### src/npor_pkg.sv
// shared constants and types for the oscillator output stage and registers
package npor_pkg;
    localparam int SUM_W = 20;
    localparam int NUM_SRC = 10;
    localparam int WIDTH_SEL_W = 3;
    localparam int CNT_W = 7;
    //////////////////////////////////////////////////////////////////////
    // register byte addresses on the bus
    localparam logic [7:0] OFF_CONTROL = 8'h00;
    localparam logic [7:0] OFF_CLOCK = 8'h04;
    localparam logic [7:0] OFF_SUM_LOW = 8'h08;
    localparam logic [7:0] OFF_SUM_HIGH = 8'h0C;
    localparam logic [7:0] OFF_SUM_UPPER = 8'h10;
    localparam logic [7:0] OFF_STEP_LOW = 8'h14;
    localparam logic [7:0] OFF_STEP_HIGH = 8'h18;
    localparam logic [7:0] OFF_STEP_UPPER = 8'h1C;
    localparam logic [7:0] OFF_IRQ = 8'h20;
    //////////////////////////////////////////////////////////////////////
    // field positions
    localparam int CTL_EN_BIT = 7;
    localparam int CTL_OUT_BIT = 5;
    localparam int CTL_INV_BIT = 4;
    localparam int CTL_PULSED_BIT = 0;
    localparam int CLK_WIDTH_LSB = 5;
    localparam int CLK_SRC_LSB = 0;
    localparam int IRQ_FLAG_BIT = 0;
    localparam int IRQ_EN_BIT = 1;
    //////////////////////////////////////////////////////////////////////
    // reset values
    localparam logic [7:0] CTL_RESET = 8'h00;
    localparam logic [7:0] CLK_RESET = 8'h00;
    localparam logic [SUM_W-1:0] SUM_RESET = 20'h0_0000;
    localparam logic [SUM_W-1:0] STEP_RESET = 20'h0_0001;
    localparam logic [31:0] RDATA_RESET = 32'h0000_0000;
    //////////////////////////////////////////////////////////////////////
    // source select codes
    localparam logic [3:0] SRC_SYSTEM = 4'h0;
    localparam logic [3:0] SRC_FAST_OSC = 4'h1;
    localparam logic [3:0] SRC_LAST = 4'hA;
    //////////////////////////////////////////////////////////////////////
    typedef enum logic [1:0] {
        NPOR_IDLE = 2'b00,
        NPOR_ARMED = 2'b01,
        NPOR_ACTIVE = 2'b10
    } npor_pulse_state_t;

    typedef struct packed {
        logic rise;
        logic fall;
    } npor_tick_t;
endpackage

### src/npor_accum.sv
// phase accumulator with double-buffered step value
module npor_accum (
    // clock and reset
    input wire logic clk_sys_i,
    input wire logic resetn_i,
    // source clock edges and mode
    input npor_pkg::npor_tick_t tick_i,
    input wire logic enable_i,
    // register side
    input wire logic [npor_pkg::SUM_W-1:0] step_i,
    input wire logic step_low_wr_i,
    input wire logic step_any_wr_i,
    input wire logic [2:0] sum_wr_i,
    input wire logic [7:0] wdata_i,
    // results
    output logic [npor_pkg::SUM_W-1:0] phase_sum_o,
    output logic overflow_event_o
);
    import npor_pkg::*;

    logic [SUM_W-1:0] step_shadow_r;
    logic pend_r;
    logic [SUM_W:0] sum_full;
    wire add_en = tick_i.rise & enable_i;
    // disabled: load right away; enabled: wait for a falling source edge
    wire load_now = pend_r & (~enable_i | tick_i.fall);
    wire pend_set = step_low_wr_i | (~enable_i & step_any_wr_i);

    assign sum_full = {1'b0, phase_sum_o} + {1'b0, step_shadow_r};

    //////////////////////////////////////////////////////////////////////
    always_ff @(posedge clk_sys_i or negedge resetn_i) begin
        if (!resetn_i) begin
            pend_r <= 1'b0;
            step_shadow_r <= STEP_RESET;
        end else begin
            pend_r <= pend_set | (pend_r & ~load_now);
            if (load_now) begin
                step_shadow_r <= step_i;
            end
        end
    end

    // a bus write beats an add; only legal while stopped anyway
    always_ff @(posedge clk_sys_i or negedge resetn_i) begin
        if (!resetn_i) begin
            phase_sum_o <= SUM_RESET;
            overflow_event_o <= 1'b0;
        end else begin
            overflow_event_o <= add_en & sum_full[SUM_W];
            if (sum_wr_i[0]) begin
                phase_sum_o[7:0] <= wdata_i;
            end else if (sum_wr_i[1]) begin
                phase_sum_o[15:8] <= wdata_i;
            end else if (sum_wr_i[2]) begin
                phase_sum_o[19:16] <= wdata_i[3:0];
            end else if (add_en) begin
                phase_sum_o <= sum_full[SUM_W-1:0];
            end
        end
    end

    //////////////////////////////////////////////////////////////////////
    chk_add_carry: assert property (
        @(posedge clk_sys_i) disable iff (!resetn_i)
        add_en && sum_wr_i == 3'b000
        |=> overflow_event_o == $past(sum_full[SUM_W])
        && phase_sum_o == $past(sum_full[SUM_W-1:0]))
        else $error("accumulator add or carry wrong");
    chk_stopped_hold: assert property (
        @(posedge clk_sys_i) disable iff (!resetn_i)
        !enable_i && sum_wr_i == 3'b000
        |=> $stable(phase_sum_o) && !overflow_event_o)
        else $error("accumulator moved while stopped");
    chk_shadow_load: assert property (
        @(posedge clk_sys_i) disable iff (!resetn_i)
        step_low_wr_i && enable_i ##1 (!tick_i.fall && enable_i)
        |=> $stable(step_shadow_r))
        else $error("step shadow loaded before falling edge");
    chk_stopped_load: assert property (
        @(posedge clk_sys_i) disable iff (!resetn_i)
        step_any_wr_i && !enable_i ##1 !enable_i
        |=> step_shadow_r == $past(step_i))
        else $error("step shadow not loaded while stopped");
endmodule

### src/npor_top.sv
// oscillator output stage, register file and bus slave
//
// Contract
// - pulsed mode: active for selected width, then inactive
// - pulse starts at next source rising edge
// - control bit 0: pulsed mode, else toggle
// - width field gives 2^n source periods
// - width field ignored in toggle mode
// - control bit 4 inverts the output
// - polarity change with irq enabled raises irq
// - control bit 5 reads current output level
// - every overflow sets the irq flag
// - irq needs enable, irq enable, global enable
// - flag stays set until software clears it
// - reset zeroes registers, step low resets to 1
// - runs from selected source, also during sleep
// - enabled with fast osc: keep it requested
// - clock register bits 3-0 select source
// - control bit 7 enables the module
// - accumulator in three bytes, upper 4 bits
// - step low write loads shadow at falling edge
// - add step each rising edge, carry is overflow
// - toggle mode flips output on every overflow
// - stopped: step writes load shadow at once
//
// The register addresses and the Avalon-MM slave port are this design's own decisions.
module npor_top (
    // clock and reset
    input wire logic clk_sys_i,
    input wire logic resetn_i,
    // avalon-mm slave
    input wire logic [7:0] avs_address_i,
    input wire logic avs_read_i,
    input wire logic avs_write_i,
    input wire logic [31:0] avs_writedata_i,
    input wire logic [3:0] avs_byteenable_i,
    output logic [31:0] avs_readdata_o,
    output logic avs_waitrequest_o,
    // clock sources, codes 1 to 10, sampled on clk_sys_i
    input wire logic [npor_pkg::NUM_SRC-1:0] src_levels_i,
    // system interrupt context
    input wire logic global_irq_enable_i,
    // outputs
    output logic synth_out_o,
    output logic irq_o,
    output logic fast_osc_request_o
);
    import npor_pkg::*;

    //////////////////////////////////////////////////////////////////////
    // registers
    logic enable_r;
    logic output_invert_r;
    logic pulsed_mode_select_r;
    logic [WIDTH_SEL_W-1:0] pulse_width_select_r;
    logic [3:0] source_clock_select_r;
    logic [SUM_W-1:0] step_r;
    logic overflow_irq_flag_r;
    logic overflow_irq_enable_r;
    logic wait_r;
    logic src_prev_r;
    logic toggle_r;
    logic [CNT_W-1:0] width_cnt_r;
    logic [CNT_W-1:0] width_cnt_nxt;
    npor_pulse_state_t state_r;
    npor_pulse_state_t state_nxt;
    logic [SUM_W-1:0] phase_sum;
    logic overflow_event;
    npor_tick_t tick;
    logic [31:0] rd_mux;
    logic [7:0] rd_byte;

    //////////////////////////////////////////////////////////////////////
    // bus decode: request seen with wait high, answered one cycle later
    wire bus_req = avs_read_i | avs_write_i;
    wire bus_ack = bus_req & ~wait_r;
    wire wr_ok = avs_write_i & bus_ack & avs_byteenable_i[0];
    wire [7:0] wd = avs_writedata_i[7:0];
    wire wr_ctl = wr_ok & (avs_address_i == OFF_CONTROL);
    wire wr_clk = wr_ok & (avs_address_i == OFF_CLOCK);
    wire wr_sum_l = wr_ok & (avs_address_i == OFF_SUM_LOW);
    wire wr_sum_h = wr_ok & (avs_address_i == OFF_SUM_HIGH);
    wire wr_sum_u = wr_ok & (avs_address_i == OFF_SUM_UPPER);
    wire wr_step_l = wr_ok & (avs_address_i == OFF_STEP_LOW);
    wire wr_step_h = wr_ok & (avs_address_i == OFF_STEP_HIGH);
    wire wr_step_u = wr_ok & (avs_address_i == OFF_STEP_UPPER);
    wire wr_irq = wr_ok & (avs_address_i == OFF_IRQ);
    wire step_any_wr = wr_step_l | wr_step_h | wr_step_u;

    //////////////////////////////////////////////////////////////////////
    // source edge detection; code 0 ticks every system cycle
    wire src_valid = (source_clock_select_r != SRC_SYSTEM)
        && (source_clock_select_r <= SRC_LAST);
    wire [3:0] src_idx = source_clock_select_r - 4'h1;
    wire src_level = src_valid & src_levels_i[src_idx];
    wire src_sys = (source_clock_select_r == SRC_SYSTEM);
    // reserved codes give no edges, so the module simply stalls
    assign tick.rise = src_sys | (src_level & ~src_prev_r);
    assign tick.fall = src_sys | (~src_level & src_prev_r);

    //////////////////////////////////////////////////////////////////////
    // pulse stretcher and toggle
    wire run_rise = enable_r & tick.rise;
    wire [CNT_W-1:0] width_load =
        CNT_W'((8'h01 << pulse_width_select_r) - 8'h01);
    wire pulse_raw = (state_r == NPOR_ACTIVE);
    wire out_raw = pulsed_mode_select_r ? pulse_raw : toggle_r;
    wire out_nxt = out_raw ^ output_invert_r;
    wire invert_flip = wr_ctl & (wd[CTL_INV_BIT] != output_invert_r);
    wire flag_set = overflow_event
        | (invert_flip & overflow_irq_enable_r);
    wire flag_clr = wr_irq & ~wd[IRQ_FLAG_BIT];

    always_comb begin
        state_nxt = state_r;
        width_cnt_nxt = width_cnt_r;
        if (overflow_event) begin
            state_nxt = NPOR_ARMED;
        end else if (run_rise) begin
            case (state_r)
                NPOR_ARMED: begin
                    state_nxt = NPOR_ACTIVE;
                    width_cnt_nxt = width_load;
                end
                NPOR_ACTIVE: begin
                    if (width_cnt_r == '0) begin
                        state_nxt = NPOR_IDLE;
                    end else begin
                        width_cnt_nxt = width_cnt_r - CNT_W'(1);
                    end
                end
                default: begin
                    state_nxt = NPOR_IDLE;
                end
            endcase
        end
    end

    always_ff @(posedge clk_sys_i or negedge resetn_i) begin
        if (!resetn_i) begin
            state_r <= NPOR_IDLE;
            width_cnt_r <= '0;
            toggle_r <= 1'b0;
            src_prev_r <= 1'b0;
            synth_out_o <= 1'b0;
        end else begin
            state_r <= state_nxt;
            width_cnt_r <= width_cnt_nxt;
            src_prev_r <= src_level;
            if (overflow_event) begin
                toggle_r <= ~toggle_r;
            end
            synth_out_o <= out_nxt;
        end
    end

    //////////////////////////////////////////////////////////////////////
    // accumulator core
    npor_accum u_accum (
        .clk_sys_i(clk_sys_i),
        .resetn_i(resetn_i),
        .tick_i(tick),
        .enable_i(enable_r),
        .step_i(step_r),
        .step_low_wr_i(wr_step_l),
        .step_any_wr_i(step_any_wr),
        .sum_wr_i({wr_sum_u, wr_sum_h, wr_sum_l}),
        .wdata_i(wd),
        .phase_sum_o(phase_sum),
        .overflow_event_o(overflow_event)
    );

    //////////////////////////////////////////////////////////////////////
    // register writes
    always_ff @(posedge clk_sys_i or negedge resetn_i) begin
        if (!resetn_i) begin
            enable_r <= CTL_RESET[CTL_EN_BIT];
            output_invert_r <= CTL_RESET[CTL_INV_BIT];
            pulsed_mode_select_r <= CTL_RESET[CTL_PULSED_BIT];
            pulse_width_select_r <= CLK_RESET[7:5];
            source_clock_select_r <= CLK_RESET[3:0];
            step_r <= STEP_RESET;
            overflow_irq_flag_r <= 1'b0;
            overflow_irq_enable_r <= 1'b0;
        end else begin
            if (wr_ctl) begin
                enable_r <= wd[CTL_EN_BIT];
                output_invert_r <= wd[CTL_INV_BIT];
                pulsed_mode_select_r <= wd[CTL_PULSED_BIT];
            end
            if (wr_clk) begin
                pulse_width_select_r <= wd[CLK_WIDTH_LSB +: WIDTH_SEL_W];
                source_clock_select_r <= wd[CLK_SRC_LSB +: 4];
            end
            if (wr_step_l) begin
                step_r[7:0] <= wd;
            end
            if (wr_step_h) begin
                step_r[15:8] <= wd;
            end
            if (wr_step_u) begin
                step_r[19:16] <= wd[3:0];
            end
            // set wins over a clear in the same cycle
            overflow_irq_flag_r <= flag_set
                | (overflow_irq_flag_r & ~flag_clr);
            if (wr_irq) begin
                overflow_irq_enable_r <= wd[IRQ_EN_BIT];
            end
        end
    end

    //////////////////////////////////////////////////////////////////////
    // read mux, unmapped addresses read zero
    always_comb begin
        case (avs_address_i)
            OFF_CONTROL: rd_byte = {enable_r, 1'b0, synth_out_o,
                output_invert_r, 3'b000, pulsed_mode_select_r};
            OFF_CLOCK: rd_byte = {pulse_width_select_r, 1'b0,
                source_clock_select_r};
            OFF_SUM_LOW: rd_byte = phase_sum[7:0];
            OFF_SUM_HIGH: rd_byte = phase_sum[15:8];
            OFF_SUM_UPPER: rd_byte = {4'h0, phase_sum[19:16]};
            OFF_STEP_LOW: rd_byte = step_r[7:0];
            OFF_STEP_HIGH: rd_byte = step_r[15:8];
            OFF_STEP_UPPER: rd_byte = {4'h0, step_r[19:16]};
            OFF_IRQ: rd_byte = {6'b00_0000, overflow_irq_enable_r,
                overflow_irq_flag_r};
            default: rd_byte = 8'h00;
        endcase
    end
    assign rd_mux = {24'h00_0000, rd_byte};

    always_ff @(posedge clk_sys_i or negedge resetn_i) begin
        if (!resetn_i) begin
            wait_r <= 1'b1;
            avs_waitrequest_o <= 1'b1;
            avs_readdata_o <= RDATA_RESET;
            irq_o <= 1'b0;
            fast_osc_request_o <= 1'b0;
        end else begin
            wait_r <= bus_ack | ~bus_req;
            avs_waitrequest_o <= bus_ack | ~bus_req;
            if (avs_read_i & wait_r) begin
                avs_readdata_o <= rd_mux;
            end
            irq_o <= enable_r & overflow_irq_enable_r
                & global_irq_enable_i & overflow_irq_flag_r;
            fast_osc_request_o <= enable_r
                & (source_clock_select_r == SRC_FAST_OSC);
        end
    end

    //////////////////////////////////////////////////////////////////////
    chk_pulse_start: assert property (
        @(posedge clk_sys_i) disable iff (!resetn_i)
        state_r == NPOR_ARMED && run_rise && !overflow_event
        |=> state_r == NPOR_ACTIVE && width_cnt_r == $past(width_load))
        else $error("pulse did not start on rising edge");

    chk_pulse_end: assert property (
        @(posedge clk_sys_i) disable iff (!resetn_i)
        state_r == NPOR_ACTIVE && width_cnt_r == '0 && run_rise
        && !overflow_event |=> state_r == NPOR_IDLE)
        else $error("pulse did not end after width");

    chk_width_span: assert property (
        @(posedge clk_sys_i) disable iff (!resetn_i)
        $rose(state_r == NPOR_ACTIVE) |-> width_cnt_r ==
        CNT_W'((8'h01 << $past(pulse_width_select_r)) - 8'h01))
        else $error("pulse width count wrong");

    chk_toggle_flip: assert property (
        @(posedge clk_sys_i) disable iff (!resetn_i)
        overflow_event |=> toggle_r != $past(toggle_r))
        else $error("toggle did not flip on overflow");

    chk_out_level: assert property (
        @(posedge clk_sys_i) disable iff (!resetn_i)
        1'b1 |=> synth_out_o == ($past(out_raw) ^ $past(output_invert_r)))
        else $error("output level or inversion wrong");

    chk_mode_select: assert property (
        @(posedge clk_sys_i) disable iff (!resetn_i)
        !pulsed_mode_select_r |-> out_raw == toggle_r)
        else $error("width applied in toggle mode");

    chk_flag_sticky: assert property (
        @(posedge clk_sys_i) disable iff (!resetn_i)
        overflow_irq_flag_r && !wr_irq |=> overflow_irq_flag_r)
        else $error("flag cleared without software");

    chk_flag_set: assert property (
        @(posedge clk_sys_i) disable iff (!resetn_i)
        overflow_event |=> overflow_irq_flag_r)
        else $error("overflow did not set flag");

    chk_pol_irq: assert property (
        @(posedge clk_sys_i) disable iff (!resetn_i)
        invert_flip && overflow_irq_enable_r |=> overflow_irq_flag_r)
        else $error("polarity change gave no irq");

    chk_irq_gate: assert property (
        @(posedge clk_sys_i) disable iff (!resetn_i)
        irq_o |-> $past(enable_r) && $past(overflow_irq_enable_r)
        && $past(global_irq_enable_i) && $past(overflow_irq_flag_r))
        else $error("irq without all enables");

    chk_level_view: assert property (
        @(posedge clk_sys_i) disable iff (!resetn_i)
        avs_read_i && wait_r && avs_address_i == OFF_CONTROL
        |=> avs_readdata_o[CTL_OUT_BIT] == $past(synth_out_o))
        else $error("level view does not match output");

    chk_fast_req: assert property (
        @(posedge clk_sys_i) disable iff (!resetn_i)
        enable_r && source_clock_select_r == SRC_FAST_OSC
        |=> fast_osc_request_o)
        else $error("fast oscillator not requested");

    // the answer is a single cycle, so a held request is not taken in two cycles in a row
    chk_wait_pulse: assert property (
        @(posedge clk_sys_i) disable iff (!resetn_i)
        !avs_waitrequest_o |=> avs_waitrequest_o)
        else $error("waitrequest low for more than a cycle");

    chk_upper_zero: assert property (
        @(posedge clk_sys_i) disable iff (!resetn_i)
        avs_read_i && wait_r && avs_address_i == OFF_SUM_UPPER
        |=> avs_readdata_o[7:4] == 4'h0)
        else $error("accumulator upper bits not zero");

    chk_upper_write: assert property (
        @(posedge clk_sys_i) disable iff (!resetn_i)
        wr_sum_u |=> phase_sum[19:16] == $past(wd[3:0]))
        else $error("accumulator upper byte write lost");

    chk_reserved_stall: assert property (
        @(posedge clk_sys_i) disable iff (!resetn_i)
        source_clock_select_r > SRC_LAST |-> !tick.rise && !tick.fall)
        else $error("reserved source code gave edges");

    chk_toggle_hold: assert property (
        @(posedge clk_sys_i) disable iff (!resetn_i)
        !overflow_event |=> toggle_r == $past(toggle_r))
        else $error("toggle moved without overflow");

    chk_fast_idle: assert property (
        @(posedge clk_sys_i) disable iff (!resetn_i)
        !enable_r |=> !fast_osc_request_o)
        else $error("fast oscillator requested while off");
endmodule

### config.mk
export PLATFORM = sky130hd
export DESIGN_NAME = npor_top
export DESIGN_NICKNAME = d
export VERILOG_FILES = /design/src/npor_pkg.sv /design/src/npor_accum.sv /design/src/npor_top.sv
export SDC_FILE = /design/constraint.sdc
export NUM_CORES = 1
export LEC_CHECK = 0
export ABC_AREA = 1
export BUFFER_PORTS_ARGS = -buffer_cell sky130_fd_sc_hd__clkbuf_2
export CORE_ASPECT_RATIO = 0.7
export CORE_UTILIZATION = 58
export CTS_CLUSTER_SIZE = 30
export DETAILED_ROUTE_END_ITERATION = 10
export PLACE_DENSITY_LB_ADDON = 0.05
export SYNTH_ARGS = -nofsm -noshare
export SYNTH_HDL_FRONTEND = slang
export SYNTH_SLANG_ARGS = --single-unit
### constraint.sdc
create_clock -name clk_sys_i -period 2.8 [get_ports clk_sys_i]
set_input_delay 0.42 -clock clk_sys_i [delete_from_list [all_inputs] [get_ports clk_sys_i]]
set_output_delay 0.42 -clock clk_sys_i [all_outputs]
set_load 0.1 [all_outputs]
==> out/metrics.yaml <==
outcome: "finished clean"
cts_inserted_buffers: 9
syn_avg_cell_area_um2: 7.332
min_period_ps: 2461
critical_path_class: "flop to flop"
crit_path_frequent_cell: "nand2_1"
rsz0062_at_grt: "false"
synth_edf_count: 0
nets: 996
clkSinkCount: 97
setup_tns_ps: 0
drtIter0Drc: 602
antenna_cells: 0
fp-row-count: 31
worstMarginPinSlew_ps: 628.1
power.density_mw_per_mm2: 539.8
cp_cell_sequence: "ha_1 > inv_1 > fa_1 > inv_1 > nand3_1 > nand3_1 > nand2_1 > nand2_1 > nand3_1 > nand2_1 > nand2_1 > nand3_1 > o21ai_0 > nand2_1 > nand2_1"
initial_core_util_pct: 60.42
first_pass_iters: 5
seq_area_frac_synth_pct: 38.42
slowest_delay_ps: 540
grt_pass1_vias: 5406
fill_cells: 918
ys_types: 45
ctsResizeCount: 0
cap_violations: 0
final_core_util_pct: 65.60
yosys_warnings: 0
drc: 0
num_io_pins: 95
post_cts_buffers: 0
cp.arrival_ps: 2710
place_hpwl_um: 14070
timing.fmax_mhz: 406.4
cts_buffer_depth: 2
cp_max_fo: 4
ys.flop_type: "dfrtp_1"
grt_usage_pct: 34.33
vias: 6018
critPathRequiredTime_ps: 3040
wirelength_um: 18310
coreArea_mm2: 0.01047
crit_family: "simple AND/OR/NAND/NOR gates"
endpoint_kind: "flop"
cp_slowest_cell: "dfstp_2"
slew_headroom_pct: 57.69
final-max-slew-violation-count: 0
place.gp.congestion: 0.9420
finalHoldViolCount: 0
die_area_mm2: 0.01134
syn_to_final_growth_pct: 8.582
ir_worst_vdd_v: 0.0003334
syn_inst: 863
drt-wirelength-per-cell_um: 17.51
cts_tree: "built"
synth_area_mm2: 0.006327
crit_buf_inv: 2
clock_skew_ps: 12.91
p_leak_uw: 0.003659
port_buffers: 43
ys_ff_latch: 97
die_h_um: 89.39
cts.htree.levels: 3
fin_crit_sh_pct: 87.88
setup_viol: 0
start_kind: "flop"
antenna_found_initial: 0
clk_latency_ps: 360
async_flop_share_pct: 100.0
postRouteAntennaNets: 0
chipWidth_um: 126.8
grt_remaining_overflow: 0
drive_gt1_share_pct: 13.02
clk_transition_reported_paths_ps: 80
grt_pass1_wl_um: 28850
hp-class: "input port to asynchronous set/reset pin"
grt_max_degree: 50
cts-root-buf: "clkbuf_16"
vias_per_cell: 5.753
cts_hold_buf: 0
[cell usage after synthesis (3+ instances only)]
| cell | instances | area, um^2 |
|---|---|---|
| a21oi_1 | 29 | 145.1 |
| buf_2 | 5 | 25.02 |
| buf_4 | 25 | 187.7 |
| buf_6 | 5 | 56.30 |
| clkbuf_1 | 3 | 11.26 |
| dfrtp_1 | 94 | 2352 |
| dfstp_2 | 3 | 78.83 |
| ha_1 | 27 | 337.8 |
| inv_1 | 90 | 337.8 |
| inv_2 | 7 | 26.28 |
| nand2_1 | 300 | 1126 |
| nand2_2 | 8 | 50.05 |
| nand2_4 | 3 | 33.78 |
| nand3_1 | 62 | 310.3 |
| nand3b_1 | 7 | 52.55 |
| nand4_1 | 6 | 37.54 |
| nor2_1 | 42 | 157.7 |
| nor2_2 | 3 | 18.77 |
| nor3_1 | 3 | 15.01 |
| nor4_1 | 3 | 18.77 |
| o21ai_0 | 59 | 295.3 |
| o21ai_1 | 13 | 65.06 |
| o21ai_2 | 17 | 148.9 |
| o21bai_1 | 3 | 22.52 |
| o22ai_1 | 11 | 68.82 |
| xnor2_1 | 3 | 26.28 |
| xor2_1 | 10 | 87.58 |
[final cells by class]
type	instances	area [um^2]	share of cell area, %
inverters	97	364.1	5.300
clock inverters	6	50.05	0.7285
well taps	132	165.2	2.404
repair buffers	50	282.8	4.116
clock buffers	10	239.0	3.478
flip-flops and latches	97	2431	35.39
multi-input cells	654	3338	48.59
[worst paths after layout]
path | startpoint | endpoint | slack [ps] | cells after the start
min in group clk_sys_i | avs_write_i | wait_r$_DFF_PN1_ | 220 | 2
max in group asynchronous | resetn_i | wait_r$_DFF_PN1_ | 2110 | 2
max reg2reg | u_accum.step_shadow_r[0]$_DFFE_PN1P_ | u_accum.phase_sum_o[16]$_DFFE_PN0P_ | 340 | 15
min reg2reg | u_accum.step_shadow_r[0]$_DFFE_PN1P_ | u_accum.step_shadow_r[0]$_DFFE_PN1P_ | 480 | 2
min | resetn_i | u_accum.phase_sum_o[18]$_DFFE_PN0P_ | 10 | 1
max | u_accum.step_shadow_r[0]$_DFFE_PN1P_ | u_accum.phase_sum_o[16]$_DFFE_PN0P_ | 340 | 15
[metal layers]
| metal | routed length, um | global-route usage (%) |
|---|---|---|
| met5 | 0 | 0 |
| met4 | 205 | 7.251 |
| met3 | 2108 | 8.977 |
| met2 | 7626 | 51.25 |
| met1 | 8372 | 50.25 |
[cells by family (layout without fill, tap and decap cells)]
family                   Yosys count  in the layout  synth area share (%)
AND/OR/NAND/NOR                  447            447                 30.77
AO/OA/AOI/OAI                    141            141                 12.95
buffers and inverters            135            163                 10.18
flip-flops                        97             97                 38.42
adder cells (fa/ha/maj)           28             28                 5.655
XOR/XNOR                          13             13                 1.799
other                              1             24               0.05927
multiplexers                       1              1                0.1582
[state kept, by name, summed over array words and instances, names as in the netlist, 2 cells and up]
signal	cells
avs_readdata_o	8
state_r	2
u_accum.phase_sum_o	20
step_r	20
width_cnt_r	7
u_accum.step_shadow_r	20
source_clock_select_r	4
pulse_width_select_r	3
[per-stage QoR]
| step | hold WS, ps | setup slack [ps] | instances | total power (uW) | cell area, um^2 |
|---|---|---|---|---|---|
| floorplan | 124.4 | 754.4 | 886 | 2271 | 6414 |
| global placement | 392.3 | 436.4 | 1030 | 2471 | 6581 |
| detailed placement | 397.7 | 409.1 | 1030 | 2496 | 6581 |
| CTS | 24.67 | 382.5 | 1046 | 3699 | 6870 |
| global route | 42.98 | 114.8 | 1046 | 3873 | 6870 |
| finish | 11.06 | 339.3 | 1046 | 3708 | 6870 |
[placed cells by master (no fill, tap or decap), drive strengths merged]
cell type	instances
clkinv	2
dfstp	3
a21o	1
inv	100
clkinvlp	1
conb	24
buf	8
xor2	10
o21a	1
fa	1
ha	27
o21ai	89
clkbuf	52
o21bai	3
a31o	1
nand3b	7
o221ai	1
dfrtp	94
xnor2	3
nand4	8
nor3	6
o22ai	11
nand3	63
nor4	3
o2111ai	2
o211ai	1
mux2i	1
or2	2
a21oi	30
nor2	47
nand2	311
o31ai	1
[report_power, final]
group	internal, uW	switching (uW)	total [uW]
sequential	1500	107	1610
combinational	250	627	876
clock	640	582	1220
total	2390	1320	3710
Note: power is estimated with default switching activity, not from simulation.
